==> config.mk <==
export PLATFORM = sky130hd
export DESIGN_NAME = bcc_charger
export DESIGN_NICKNAME = d
export VERILOG_FILES = /design/src/hdl/bcc_pkg.sv /design/src/hdl/bcc_charger.sv /design/src/hdl/bcc_sync.sv
export SDC_FILE = /design/constraint.sdc
export NUM_CORES = 1
export LEC_CHECK = 0
export ABC_AREA = 1
export CORE_AREA = 2 2 60 56
export CTS_CLUSTER_SIZE = 28
export DETAILED_ROUTE_END_ITERATION = 8
export DIE_AREA = 0 0 62 58
export DONT_BUFFER_PORTS = 1
export PLACE_DENSITY = 0.73
export SETUP_SLACK_MARGIN = 0.02
export SLEW_MARGIN = 15
export SYNTH_ARGS = -nofsm -noshare
export SYNTH_HDL_FRONTEND = slang
export SYNTH_SLANG_ARGS = --single-unit
==> constraint.sdc <==
create_clock -name ref_clk -period 2.6 [get_ports ref_clk]
set_clock_uncertainty 0.15 [all_clocks]
set_input_delay 0.65 -clock ref_clk [delete_from_list [all_inputs] [get_ports ref_clk]]
set_output_delay 0.65 -clock ref_clk [all_outputs]
set_load 0.05 [all_outputs]
==> src/hdl/bcc_pkg.sv <==
// Function
// - Active enable bit gates charger in run/standby
// - Undervoltage crossing clears both enable bits
// - Run state requests high 60 uA current
// - Standby requests low 10 uA current only
// - Deep off charges only with off-state bit
// - Deep off charging requests low current
// - Four-bit code maps to target voltage
// - Target code default comes from fuses
// - Active enable writable during on states
package bcc_pkg;
  // Register offsets
  localparam logic [3:0] ctrl_addr   = 4'h0;
  localparam logic [3:0] target_addr = 4'h1;
  localparam logic [3:0] status_addr = 4'h2;
  // Control field positions
  localparam int active_bit = 0;
  localparam int off_bit    = 1;
  // Reset values
  localparam logic [1:0] ctrl_rst_val = 2'h0;
  localparam logic [3:0] code_rst_val = 4'h0;
  // Power states on the state input
  typedef enum logic [1:0] {
    bcc_pwr_off  = 2'h0,
    bcc_pwr_run  = 2'h1,
    bcc_pwr_stby = 2'h2
  } bcc_pwr_t;
  // Current select encoding
  localparam logic cur_low  = 1'h0;
  localparam logic cur_high = 1'h1;
  // Target voltage in tens of millivolts
  localparam logic [8:0] mv_code0  = 9'h0b4;
  localparam logic [8:0] mv_base   = 9'h0c8;
  localparam logic [8:0] mv_step   = 9'h00a;
  localparam logic [8:0] mv_code15 = 9'h168;
endpackage

==> src/hdl/bcc_charger.sv <==
// Local design decisions: the placing of the registers and strobed register access.
`timescale 1ns/1ps
module bcc_charger (
  input  wire logic       ref_clk,
  input  wire logic       sys_rst,
  input  wire logic [3:0] addr,
  input  wire logic [7:0] wdata,
  input  wire logic       wr_stb,
  input  wire logic       rd_stb,
  output logic      [7:0] rdata,
  input  wire logic [1:0] pwr_state,
  input  wire logic       vin_above_uv,
  input  wire logic [3:0] fused_charge_target_default,
  input  wire logic       fuse_load,
  output logic            charger_on,
  output logic            current_high,
  output logic [3:0]      charge_target_code,
  output logic [8:0]      target_tens_mv
);
  logic [1:0] uv_sync;
  logic       vin_ok;
  logic       vin_ok_d;
  logic       charge_on_active_states;
  logic       charge_on_deep_off;
  logic [3:0] code;

  bcc_sync #(.W(2)) u_sync (
    .ref_clk (ref_clk),
    .sys_rst (sys_rst),
    .d       ({fuse_load, vin_above_uv}),
    .q       (uv_sync)
  );
  assign vin_ok = uv_sync[0];

  function automatic logic [8:0] code_to_mv(input logic [3:0] c);
    logic [8:0] v;
    v = bcc_pkg::mv_base + 9'(({5'h0, c} - 9'h001) * bcc_pkg::mv_step);
    if (c == 4'h0) v = bcc_pkg::mv_code0;
    else if (c == 4'hf) v = bcc_pkg::mv_code15;
    return v;
  endfunction

  wire in_run   = pwr_state == bcc_pkg::bcc_pwr_run;
  wire in_stby  = pwr_state == bcc_pkg::bcc_pwr_stby;
  wire in_off   = pwr_state == bcc_pkg::bcc_pwr_off;
  wire on_state = in_run || in_stby;
  wire uv_cross = vin_ok && !vin_ok_d;
  wire wr_ctrl  = wr_stb && addr == bcc_pkg::ctrl_addr;
  wire wr_code  = wr_stb && addr == bcc_pkg::target_addr;
  wire next_active = uv_cross ? 1'b0 :
                     (wr_ctrl && on_state) ? wdata[bcc_pkg::active_bit] :
                     charge_on_active_states;
  wire next_off    = uv_cross ? 1'b0 :
                     wr_ctrl ? wdata[bcc_pkg::off_bit] : charge_on_deep_off;
  wire [3:0] next_code = (uv_cross || uv_sync[1]) ? fused_charge_target_default :
                         wr_code ? wdata[3:0] : code;
  wire next_chg = (on_state && charge_on_active_states) || (in_off && charge_on_deep_off);
  wire next_cur = (in_run && charge_on_active_states) ? bcc_pkg::cur_high
                                                      : bcc_pkg::cur_low;
  // Read words named apart so each map entry reads on its own
  wire [7:0] rd_ctrl_word   = {6'h0, charge_on_deep_off, charge_on_active_states};
  wire [7:0] rd_code_word   = {4'h0, code};
  wire [7:0] rd_status_word = {4'h0, pwr_state, current_high, charger_on};
  wire [7:0] next_rdata =
    (addr == bcc_pkg::ctrl_addr)   ? rd_ctrl_word :
    (addr == bcc_pkg::target_addr) ? rd_code_word :
    (addr == bcc_pkg::status_addr) ? rd_status_word : 8'h00;

  always_ff @(posedge ref_clk or posedge sys_rst) begin
    if (sys_rst) begin
      vin_ok_d                <= 1'b0;
      charge_on_active_states <= bcc_pkg::ctrl_rst_val[bcc_pkg::active_bit];
      charge_on_deep_off      <= bcc_pkg::ctrl_rst_val[bcc_pkg::off_bit];
      code                    <= bcc_pkg::code_rst_val;
    end else begin
      vin_ok_d                <= vin_ok;
      charge_on_active_states <= next_active;
      charge_on_deep_off      <= next_off;
      code                    <= next_code;
    end
  end

  always_ff @(posedge ref_clk or posedge sys_rst) begin
    if (sys_rst) begin
      charger_on         <= 1'b0;
      current_high       <= bcc_pkg::cur_low;
      charge_target_code <= bcc_pkg::code_rst_val;
      target_tens_mv     <= bcc_pkg::mv_code0;
      rdata              <= 8'h00;
    end else begin
      charger_on         <= next_chg;
      current_high       <= next_chg & next_cur;
      charge_target_code <= code;
      target_tens_mv     <= code_to_mv(code);
      rdata              <= rd_stb ? next_rdata : 8'h00;
    end
  end
endmodule

==> src/hdl/bcc_sync.sv <==
`timescale 1ns/1ps
// Two-flop synchroniser for asynchronous levels
module bcc_sync #(
  parameter int W = 1
) (
  input  wire logic         ref_clk,
  input  wire logic         sys_rst,
  input  wire logic [W-1:0] d,
  output logic      [W-1:0] q
);
  logic [W-1:0] meta;

  always_ff @(posedge ref_clk or posedge sys_rst) begin
    if (sys_rst) begin
      meta <= '0;
      q    <= '0;
    end else begin
      meta <= d;
      q    <= meta;
    end
  end
endmodule

==> results.sh, run 1 <==
export IMPL_status="finished, violations left"
export IMPL_violations="setup timing"
export IMPL_vias=1289
export IMPL_final_setup_tns_ns=-0.00912
export IMPL_clk_latency_ns=0.32
export IMPL_pin_count=47
export IMPL_path_cells="inv_4, ha_4, xor2_2, ha_2, ha_4, inv_2, fa_2, nor2_4, buf_4, nand2_1, nand2_1, o21ai_0, inv_1"
export IMPL_ys_ff_latch=29
export IMPL_synthFlopType="dfrtp_1"
export IMPL_max_freq_mhz=384
export IMPL_htree_num_levels=2
export IMPL_ant_nets=0
export IMPL_maxSlewViolCount=0
export IMPL_grt_busiest_layer="met2"
export IMPL_grt_pass1_vias=1260
export IMPL_yosys_top_cells_count="nand2_1, inv_1, dfrtp_1"
export IMPL_clk_path_buf_depth=2
export IMPL_use_met3_pct=6.25
export IMPL_rows=19
export IMPL_hold_viol=0
export IMPL_synth_top_area_share_pct=38.8
export IMPL_io_buffers=0
export IMPL_antenna_found_initial=0
export IMPL_finalWorstSetupSlack_ns=-0.00742
export IMPL_r2r_setup_slack_ns=-0.007
export IMPL_hp_class="input port to flip-flop"
export IMPL_grt_use_total_pct=20.7
export IMPL_grtUsageMet2_pct=35.7
export IMPL_drt_wl_total_mm=3.48
export IMPL_crit_arrival_ns=2.67
export IMPL_via_per_inst=5.00
export IMPL_cts_root_buf="clkbuf_4"
export IMPL_crit_fanout=4
export IMPL_first_iter_violations=78
export IMPL_wl_per_cell_um=13.5
export IMPL_rsz0062_at_grt="true"
export IMPL_cts_tree="yes"
export IMPL_use_met1_pct=24.2
export IMPL_drc=0
export IMPL_worst_path_buf_inv=4
export IMPL_grt_overflow=0
export IMPL_cts_made_buffers=5
export IMPL_yosysWarningCount=0
export IMPL_power_density_nw_per_um2=927
export IMPL_synth_distinct_cells=24
export IMPL_die_height_um=58
export IMPL_seq_area_frac_synth_pct=45.3
export IMPL_grt_pass1_wl_mm=5.49
export IMPL_start_util_pct=54.2
export IMPL_crit_type="flip-flop to flip-flop"
export IMPL_synth_edf_count=0
export IMPL_syn_area_um2=1610
export IMPL_period_needed_ns=2.61
export IMPL_max_cap_violations=0
export IMPL_slowest_delay_ns=0.57
export IMPL_area_growth_pct=23.8
export IMPL_postSynthCellCount=189
export IMPL_setup_viol_count_final=2
export IMPL_clock_sinks=29
export IMPL_synthArstFlopShare_pct=100
export IMPL_synth_area_per_cell_um2=8.53
export IMPL_cp_required_ns=2.67
export IMPL_vdd_drop_max_mv=0.433
export IMPL_finalCritPeriodShare_pct=100
export IMPL_path_clk_slew_ns=0.08
export IMPL_grt_max_degree=23
export IMPL_slowest_stage="fa_2"
export IMPL_die_area_um2=3600
export IMPL_yosysTopAreaCell="dfrtp_1"
export IMPL_die_x_um=62
export IMPL_yosys_top_cells_area="dfrtp_1, ha_1, nand2_1"
export IMPL_cp_top_family="adder cells"
export IMPL_end_kind="flip-flop"
export IMPL_design_core_area_um2=2970
export IMPL_nets=253
export IMPL_holdWs_ns=0.201
export IMPL_hpwl_mm=2.32
export IMPL_first_pass_iters=4
export IMPL_startpoint_type="flip-flop"
export IMPL_antennaDiodeCount=0
export IMPL_p_leak_nw=1.02
export IMPL_place_congestion=0.899
export IMPL_drive_above_1_share_pct=29.2
export IMPL_synthMostInstantiatedCell="nand2_1"
-- flip-flops by register name, indices dropped and copies added (netlist names) --
name                     cells
charge_on_active_states      1
u_sync.q                     2
charge_on_deep_off           1
vin_ok_d                     1
charger_on                   1
u_sync.meta                  2
target_tens_mv               8
code                         4
rdata                        4
charge_target_code           4
current_high                 1
-- report_power, final --
group	leakage, nW	internal, mW	switching, mW
combinational	0.632	0.355	0.431
clock	0.0320	0.103	0.146
sequential	0.356	0.555	0.260
-- metal layers --
layer	up-vias	share of wire (%)
met2	48	55
met5	-	0
met1	605	38
li1	630	-
met4	0	1.8
met3	6	6.0
-- area by class of cell --
cell class                      instances  area [um2]
Clock buffer                            6        41.3
Clock inverter                          2        10.0
Fill cell                             231         977
Inverter                               35         136
Multi-Input combinational cell        123         860
Sequential cell                        29         731
Tap cell                               42        52.6
Timing Repair Buffer                   21         164
-- through the flow --
step / instances / util, % / power, mW / setup WS [ns] / area, um2
after floorplan: 193 / - / 1.23 / 0.0303 / 1630
after global placement: 242 / 58.1 / 1.35 / -0.0226 / 1730
after detailed placement: 242 / 58.1 / 1.37 / -0.0570 / 1730
after CTS: 253 / 61.2 / 1.64 / 0.0189 / 1820
after global routing: 258 / 67.1 / 2.00 / -0.155 / 1990
final: 258 / 67.1 / 1.85 / -0.00742 / 1990
-- cell usage in the layout (no fill, tap or decap), drive strengths merged --
cell	n
nand3	16
conb	5
nand2	42
dfstp	4
nor3	3
ha	13
a21oi	2
xnor2	1
nor2	16
clkinv	2
inv	35
a31o	1
o22ai	4
dfrtp	25
or2	1
xor2	4
clkbuf	6
o21ai	14
fa	1
dlygate4sd3	1
buf	20
-- logic make-up (layout without fill, tap and decap cells) --
group / Yosys count / in the layout / synth area share, %
AOI/OAI and AO/OA: 21 / 21 / 8.54
DFF: 29 / 29 / 45.3
xor gates and xnor gates: 5 / 5 / 2.72
other: 1 / 5 / 0.233
adders and majority gates: 14 / 14 / 11.3
and+or+nand+nor: 78 / 78 / 20.7
buffers and inverters: 41 / 64 / 11.2
-- worst paths after layout --
kind	start	endpoint	cells after the start
max in group asynchronous	sys_rst	code[2]	3
hold reg to reg	u_sync.meta[1]	u_sync.q[1]	0
setup / recovery	code[1]	target_tens_mv[6]	13
min in group asynchronous	sys_rst	target_tens_mv[8]	2
hold / removal	vin_above_uv	u_sync.meta[0]	0
setup reg to reg	code[1]	target_tens_mv[6]	13
-- timing repair --
action                                  CTS  global route
endpoints found under the hold margin     3             0
buffers inserted                          2             5
pin swaps                                 2            15
resized for setup                         4            29
endpoints found under the setup margin    2             3
hold buffers                              1             0
No activity file was read; power rests on OpenSTA's default activity.
==> inputs of run 2 (changes only) <==
--- a/config.mk
+++ b/config.mk
@@ -6,12 +6,14 @@
 export NUM_CORES = 1
 export LEC_CHECK = 0
 export ABC_AREA = 1
-export CORE_AREA = 2 2 60 56
+export CELL_PAD_IN_SITES_DETAIL_PLACEMENT = 0
+export CELL_PAD_IN_SITES_GLOBAL_PLACEMENT = 2
+export CORE_AREA = 2 2 78 73
 export CTS_CLUSTER_SIZE = 28
 export DETAILED_ROUTE_END_ITERATION = 8
-export DIE_AREA = 0 0 62 58
+export DIE_AREA = 0 0 80 75
 export DONT_BUFFER_PORTS = 1
-export PLACE_DENSITY = 0.73
+export PLACE_DENSITY_LB_ADDON = 0.1
 export SETUP_SLACK_MARGIN = 0.02
 export SLEW_MARGIN = 15
 export SYNTH_ARGS = -nofsm -noshare
==> constraint.sdc (replaced) <==
create_clock -name ref_clk -period 2.6 [get_ports ref_clk]
set_clock_uncertainty 0.15 [all_clocks]
set_input_delay 0.26 -clock ref_clk [delete_from_list [all_inputs] [get_ports ref_clk]]
set_output_delay 0.26 -clock ref_clk [all_outputs]
set_load 0.05 [all_outputs]
==> run 2 against run 1 <==
  * The run still ends with setup timing left
  * Sequential share of layout area down 1.4 points
  * Sequential power about the same
  * Global-route usage fell by 8.7 points
  * Cell count rose by 13%
  * Critical path type unchanged
  * Largest power group unchanged
==> results.sh, run 2 (synthesis gave the netlist of run 1 again) <==
export IMPL_die_area_um2=6000
export IMPL_wl_per_cell_um=11.3
export IMPL_fin_area_um2=2070
export IMPL_place_inst=272
export IMPL_antennaDiodeCount=0
export IMPL_grt_pass1_vias=1229
export IMPL_antenna_found_initial=0
export IMPL_vdd_drop_max_mv=0.473
export IMPL_cts_root_buf="clkbuf_8"
export IMPL_grt_busiest_layer="met2"
export IMPL_final_common_cell="nand2_1"
export IMPL_maxSlewViolCount=0
export IMPL_largest_register_ffs=8
export IMPL_end_kind="flip-flop"
export IMPL_place_congestion=0.784
export IMPL_nets=262
export IMPL_drt_wl_total_mm=3.31
export IMPL_drc=0
export IMPL_crit_type="flip-flop to flip-flop"
export IMPL_die_x_um=80
export IMPL_clock_sinks=29
export IMPL_fillers=529
export IMPL_status="finished, violations left"
export IMPL_dpl_cell_area_um2=1800
export IMPL_hp_class="input port to flip-flop"
export IMPL_area_growth_pct=28.6
export IMPL_design_core_area_um2=5130
export IMPL_power_density_nw_per_um2=907
export IMPL_grt_use_total_pct=11.9
export IMPL_grt_max_degree=19
export IMPL_setup_viol_count_final=1
export IMPL_start_util_pct=31.4
export IMPL_final_cells=292
export IMPL_htree_num_levels=2
export IMPL_first_iter_violations=24
export IMPL_use_met3_pct=3.96
export IMPL_via_per_inst=4.27
export IMPL_cts_tree="yes"
export IMPL_fin_util_pct=40.4
export IMPL_grtUsageMet2_pct=17.8
export IMPL_violations="setup timing"
export IMPL_io_buffers=0
export IMPL_finalCritPeriodShare_pct=100
export IMPL_p_leak_nw=1.07
export IMPL_startpoint_type="flip-flop"
export IMPL_cts_made_buffers=5
export IMPL_crit_arrival_ns=2.63
export IMPL_hpwl_mm=2.55
export IMPL_max_freq_mhz=383
export IMPL_path_clk_slew_ns=0.07
export IMPL_grt_overflow=0
export IMPL_pin_count=47
export IMPL_use_met1_pct=16.5
export IMPL_hold_viol=0
export IMPL_clk_latency_ns=0.28
export IMPL_grt_pass1_wl_mm=5.43
export IMPL_crit_fanout=4
export IMPL_ant_nets=0
export IMPL_clk_path_buf_depth=2
export IMPL_rows=25
export IMPL_finalWorstSetupSlack_ns=-0.0117
export IMPL_max_cap_violations=0
export IMPL_mostFrequentLayoutCells="nand2_1, inv_1, buf_4"
export IMPL_vias=1246
export IMPL_cp_required_ns=2.62
export IMPL_period_needed_ns=2.61
export IMPL_largest_register="target_tens_mv"
export IMPL_rsz0062_at_grt="true"
export IMPL_first_pass_iters=4
export IMPL_drive_above_1_share_pct=29.3
export IMPL_die_height_um=75
## run 2: changes by cell type in the layout (fill, tap and decap cells not counted), sizes merged
| cell | before | now |
|---|---|---|
| dlygate4sd3 | 1 | 4 |
| clkbuf | 6 | 5 |
| buf | 20 | 26 |
| clkinvlp | 0 | 1 |
## run 2: final cells by class
type                       count  area [um2]  area share, %
clock buffer                   5        68.8           3.32
clock inverter                 3        17.5          0.845
inverter                      35         136           6.58
multi-input combinational    123         801           38.6
sequential                    29         731           35.2
tap                           67        83.8           4.04
timing repair buffer          30         235           11.3
## run 2: worst paths after layout
| check | from | endpoint | slack (ns) | cells after the start |
|---|---|---|---|---|
| worst max register to register | code[1] | target_tens_mv[8] | -0.01 | 14 |
| max in group asynchronous | sys_rst | code[2] | 1.47 | 3 |
| worst min-delay path | wdata[1] | charge_on_deep_off | 0.05 | 2 |
| worst min register to register | u_sync.meta[1] | u_sync.q[1] | 0.20 | 0 |
| min in group asynchronous | sys_rst | charge_target_code[1] | 0.26 | 2 |
| worst max-delay path | code[1] | target_tens_mv[8] | -0.01 | 14 |
## run 2: worst max-delay path, stage by stage, from the launching register on
cell and delay [ns]:
dfrtp_1 0.39, inv_4 0.07, ha_4 0.26, inv_1 0.05
ha_1 0.29, ha_2 0.18, inv_2 0.04, fa_2 0.56
nor2_2 0.06, nor2_4 0.13, nand3_2 0.08, nand2_2 0.07
nand3_2 0.08, nand2_1 0.07, inv_1 0.04
## run 2: layer usage
layer	part of all wire [%]	vias up
met1	53	553
met3	5.9	2
met4	0.64	0
met5	0	-
li1	-	649
met2	41	42
## run 2: what timing repair did
action	4_1_cts	5_1_grt
setup buffers	6	2
hold buffers	4	0
endpoints found under the setup margin	3	3
hold endpoints to repair	13	0
pin swaps	3	12
resized for setup	6	16
## run 2: power breakdown
part	internal, mW	switching (mW)	total (mW)
Combinational	0.325	0.390	0.715
Sequential	0.556	0.260	0.815
Clock	0.184	0.167	0.351
Total	1.06	0.816	1.88
## run 2: stage by stage
stage / worst slack (ns) / hold slack, ns / TNS [ns] / total power, mW
after floorplan: 0.0303 / 0.141 / 0 / 1.23
after global placement: -0.0865 / -0.0104 / -0.0865 / 1.41
after detailed placement: -0.139 / 0.0116 / -0.139 / 1.41
after CTS: -0.00265 / 0.0348 / -0.00265 / 1.81
after global routing: -0.142 / 0.0752 / -0.300 / 2.03
final: -0.0117 / 0.0465 / -0.0117 / 1.88
==> inputs of run 3 (changes only) <==
--- a/config.mk
+++ b/config.mk
@@ -8,12 +8,12 @@
 export ABC_AREA = 1
 export CELL_PAD_IN_SITES_DETAIL_PLACEMENT = 0
 export CELL_PAD_IN_SITES_GLOBAL_PLACEMENT = 2
-export CORE_AREA = 2 2 78 73
+export CORE_AREA = 2 2 74 76
 export CTS_CLUSTER_SIZE = 28
 export DETAILED_ROUTE_END_ITERATION = 8
-export DIE_AREA = 0 0 80 75
+export DIE_AREA = 0 0 76 78
 export DONT_BUFFER_PORTS = 1
-export PLACE_DENSITY_LB_ADDON = 0.1
+export PLACE_DENSITY = 0.81
 export SETUP_SLACK_MARGIN = 0.02
 export SLEW_MARGIN = 15
 export SYNTH_ARGS = -nofsm -noshare
==> constraint.sdc (replaced) <==
create_clock -name ref_clk -period 2.6 [get_ports ref_clk]
set_clock_uncertainty 0.15 [all_clocks]
set_input_delay 0.13 -clock ref_clk [delete_from_list [all_inputs] [get_ports ref_clk]]
set_output_delay 0.13 -clock ref_clk [all_outputs]
set_load 0.05 [all_outputs]
==> run 3 against run 2 <==
  * The run ends with hold timing left
  * Cell count is 3.1% higher
  * Register-to-register slack better by 0.04 ns
  * Sequential power hardly changed
  * Wire length is 2.3% lower
  * Fmax is 1.5% higher
  * Clock power is 39% higher
  * First-iteration DRC count is 96% higher
  * Critical path type unchanged
  * Critical endpoint unchanged
==> results.sh, run 3 (synthesis gave the netlist of run 1 again) <==
export IMPL_regArea_um2=731
export IMPL_cts_tree="yes"
export IMPL_start_util_pct=32.0
export IMPL_power_switching_mw=0.819
export IMPL_cts_root_buf="clkbuf_8"
export IMPL_grt_pass1_wl_mm=5.82
export IMPL_final_setup_tns_ns=0
export IMPL_vdd_drop_max_mv=0.412
export IMPL_grt_pass1_vias=1283
export IMPL_clk_latency_ns=0.28
export IMPL_setup_viol_count_final=0
export IMPL_drc=0
export IMPL_cp_required_ns=2.62
export IMPL_largest_register_ffs=8
export IMPL_via_per_inst=4.16
export IMPL_area_growth_pct=37.3
export IMPL_vias=1252
export IMPL_grt_max_degree=30
export IMPL_htree_num_levels=2
export IMPL_drt_wl_total_mm=3.23
export IMPL_max_freq_mhz=389
export IMPL_netSwitchingFraction_pct=40.8
export IMPL_grt_use_total_pct=12.2
export IMPL_dpl_cell_area_um2=1770
export IMPL_crit_type="flip-flop to flip-flop"
export IMPL_hpwl_mm=2.37
export IMPL_crit_arrival_ns=2.59
export IMPL_die_area_um2=5930
export IMPL_hold_path_end="code[2]"
export IMPL_rows=26
export IMPL_drive_above_1_share_pct=24.7
export IMPL_rr_worst_depth=14
export IMPL_first_pass_iters=4
export IMPL_antennaDiodeCount=0
export IMPL_path_clk_slew_ns=0.07
export IMPL_finalCritPeriodShare_pct=99.0
export IMPL_grt_overflow=0
export IMPL_clkPwrFrac_pct=24.3
export IMPL_pin_count=47
export IMPL_violations="hold timing"
export IMPL_mostFrequentLayoutCells="nand2_1, inv_1, dfrtp_1"
export IMPL_fin_area_um2=2210
export IMPL_intPower_mw=1.19
export IMPL_wl_met3_um=160
export IMPL_fillers=504
export IMPL_final_common_cell="nand2_1"
export IMPL_rsz0062_at_grt="true"
export IMPL_pwr_share_comb_pct=35.3
export IMPL_hp_class="input port to flip-flop"
export IMPL_design_core_area_um2=5040
export IMPL_place_congestion=0.744
export IMPL_io_buffers=0
export IMPL_final_cells=301
export IMPL_nets=268
export IMPL_multi_input_area_um2=823
export IMPL_crit_fanout=5
export IMPL_status="finished, violations left"
export IMPL_ant_nets=0
export IMPL_wl_per_cell_um=10.7
export IMPL_place_inst=271
export IMPL_hold_depth=4
export IMPL_die_x_um=76
export IMPL_routedLengthMet1_mm=1.63
export IMPL_top_layer="met4"
export IMPL_worstReg2RegEnd="target_tens_mv[8]"
export IMPL_antenna_found_initial=0
export IMPL_first_iter_violations=47
export IMPL_p_leak_nw=1.11
export IMPL_largest_register="target_tens_mv"
export IMPL_clock_sinks=29
export IMPL_hold_viol=2
export IMPL_r2r_setup_slack_ns=0.03
export IMPL_end_kind="flip-flop"
export IMPL_power_density_nw_per_um2=908
export IMPL_startpoint_type="flip-flop"
export IMPL_wl_met2_mm=1.40
export IMPL_holdWs_ns=-0.0128
export IMPL_maxSlewViolCount=0
export IMPL_cts_made_buffers=5
export IMPL_reg2reg_from="code[0]"
export IMPL_max_cap_violations=0
export IMPL_die_height_um=78
export IMPL_fin_util_pct=43.9
export IMPL_clk_path_buf_depth=2
export IMPL_period_needed_ns=2.57
export IMPL_power_frac_seq_pct=40.4
export IMPL_hp_start="wdata[2]"
[run 3: changes by cell type in the layout (fill, tap and decap cells not counted), sizes merged]
cell / before / now
buf: 26 / 18
bufinv: 0 / 1
clkbuf: 5 / 6
clkinv: 2 / 0
dlygate4sd3: 4 / 18
[run 3: repair_timing]
action	4_1_cts	5_1_grt
endpoints found under the setup margin	3	3
resized for setup	8	16
setup buffers	2	2
pin swaps	5	11
hold buffers	18	0
endpoints found under the hold margin	42	0
[run 3: power groups by stage]
stage	sequential (mW)	clock, mW	combinational [mW]
after floorplan	0.819	0	0.412
after global placement	0.820	0	0.555
after detailed placement	0.823	0	0.556
after CTS	0.814	0.503	0.615
after global routing	0.819	0.530	0.825
final	0.813	0.489	0.709
[run 3: final cells by class]
cell class	instances	area share, %
multi-input combinational	123	37.2
tap	70	3.96
sequential	29	33.0
clock buffer	6	3.73
clock inverter	2	1.70
timing repair buffer	36	14.2
inverter	35	6.16
[run 3: through the flow]
stage / setup slack (ns) / power (mW)
after floorplan: 0.0303 / 1.23
after global placement: -0.0112 / 1.38
final: 0.0272 / 2.01
after CTS: 0.0117 / 1.93
after detailed placement: -0.0640 / 1.38
after global routing: -0.117 / 2.17
[run 3: how the worst max path moves through the flow]
stage                              to     from  cells past startpoint
floorplan           target_tens_mv[8]  code[1]                     14
global placement    target_tens_mv[8]  code[1]                     14
detailed placement  target_tens_mv[8]  code[1]                     14
CTS                 target_tens_mv[8]  code[0]                     14
global route        target_tens_mv[7]  code[0]                     13
finish              target_tens_mv[8]  code[0]                     14
[run 3: per-layer routing]
metal / track usage, % / vias up
li1: - / 656
met1: 15.9 / 553
met2: 19.2 / 38
met3: 4.07 / 5
met4: 3.82 / 0
met5: 0 / -
[run 3: critical path: stages, from the launching register on]
cell     delay [ns]
dfrtp_1        0.39
inv_4          0.08
ha_4           0.26
inv_1          0.05
ha_1           0.28
ha_2           0.19
inv_2          0.04
fa_2           0.57
nor2_4         0.05
nor2_4         0.12
nand3_2        0.06
nand2_1        0.07
nand3_1        0.06
nand2_1        0.07
inv_1          0.04
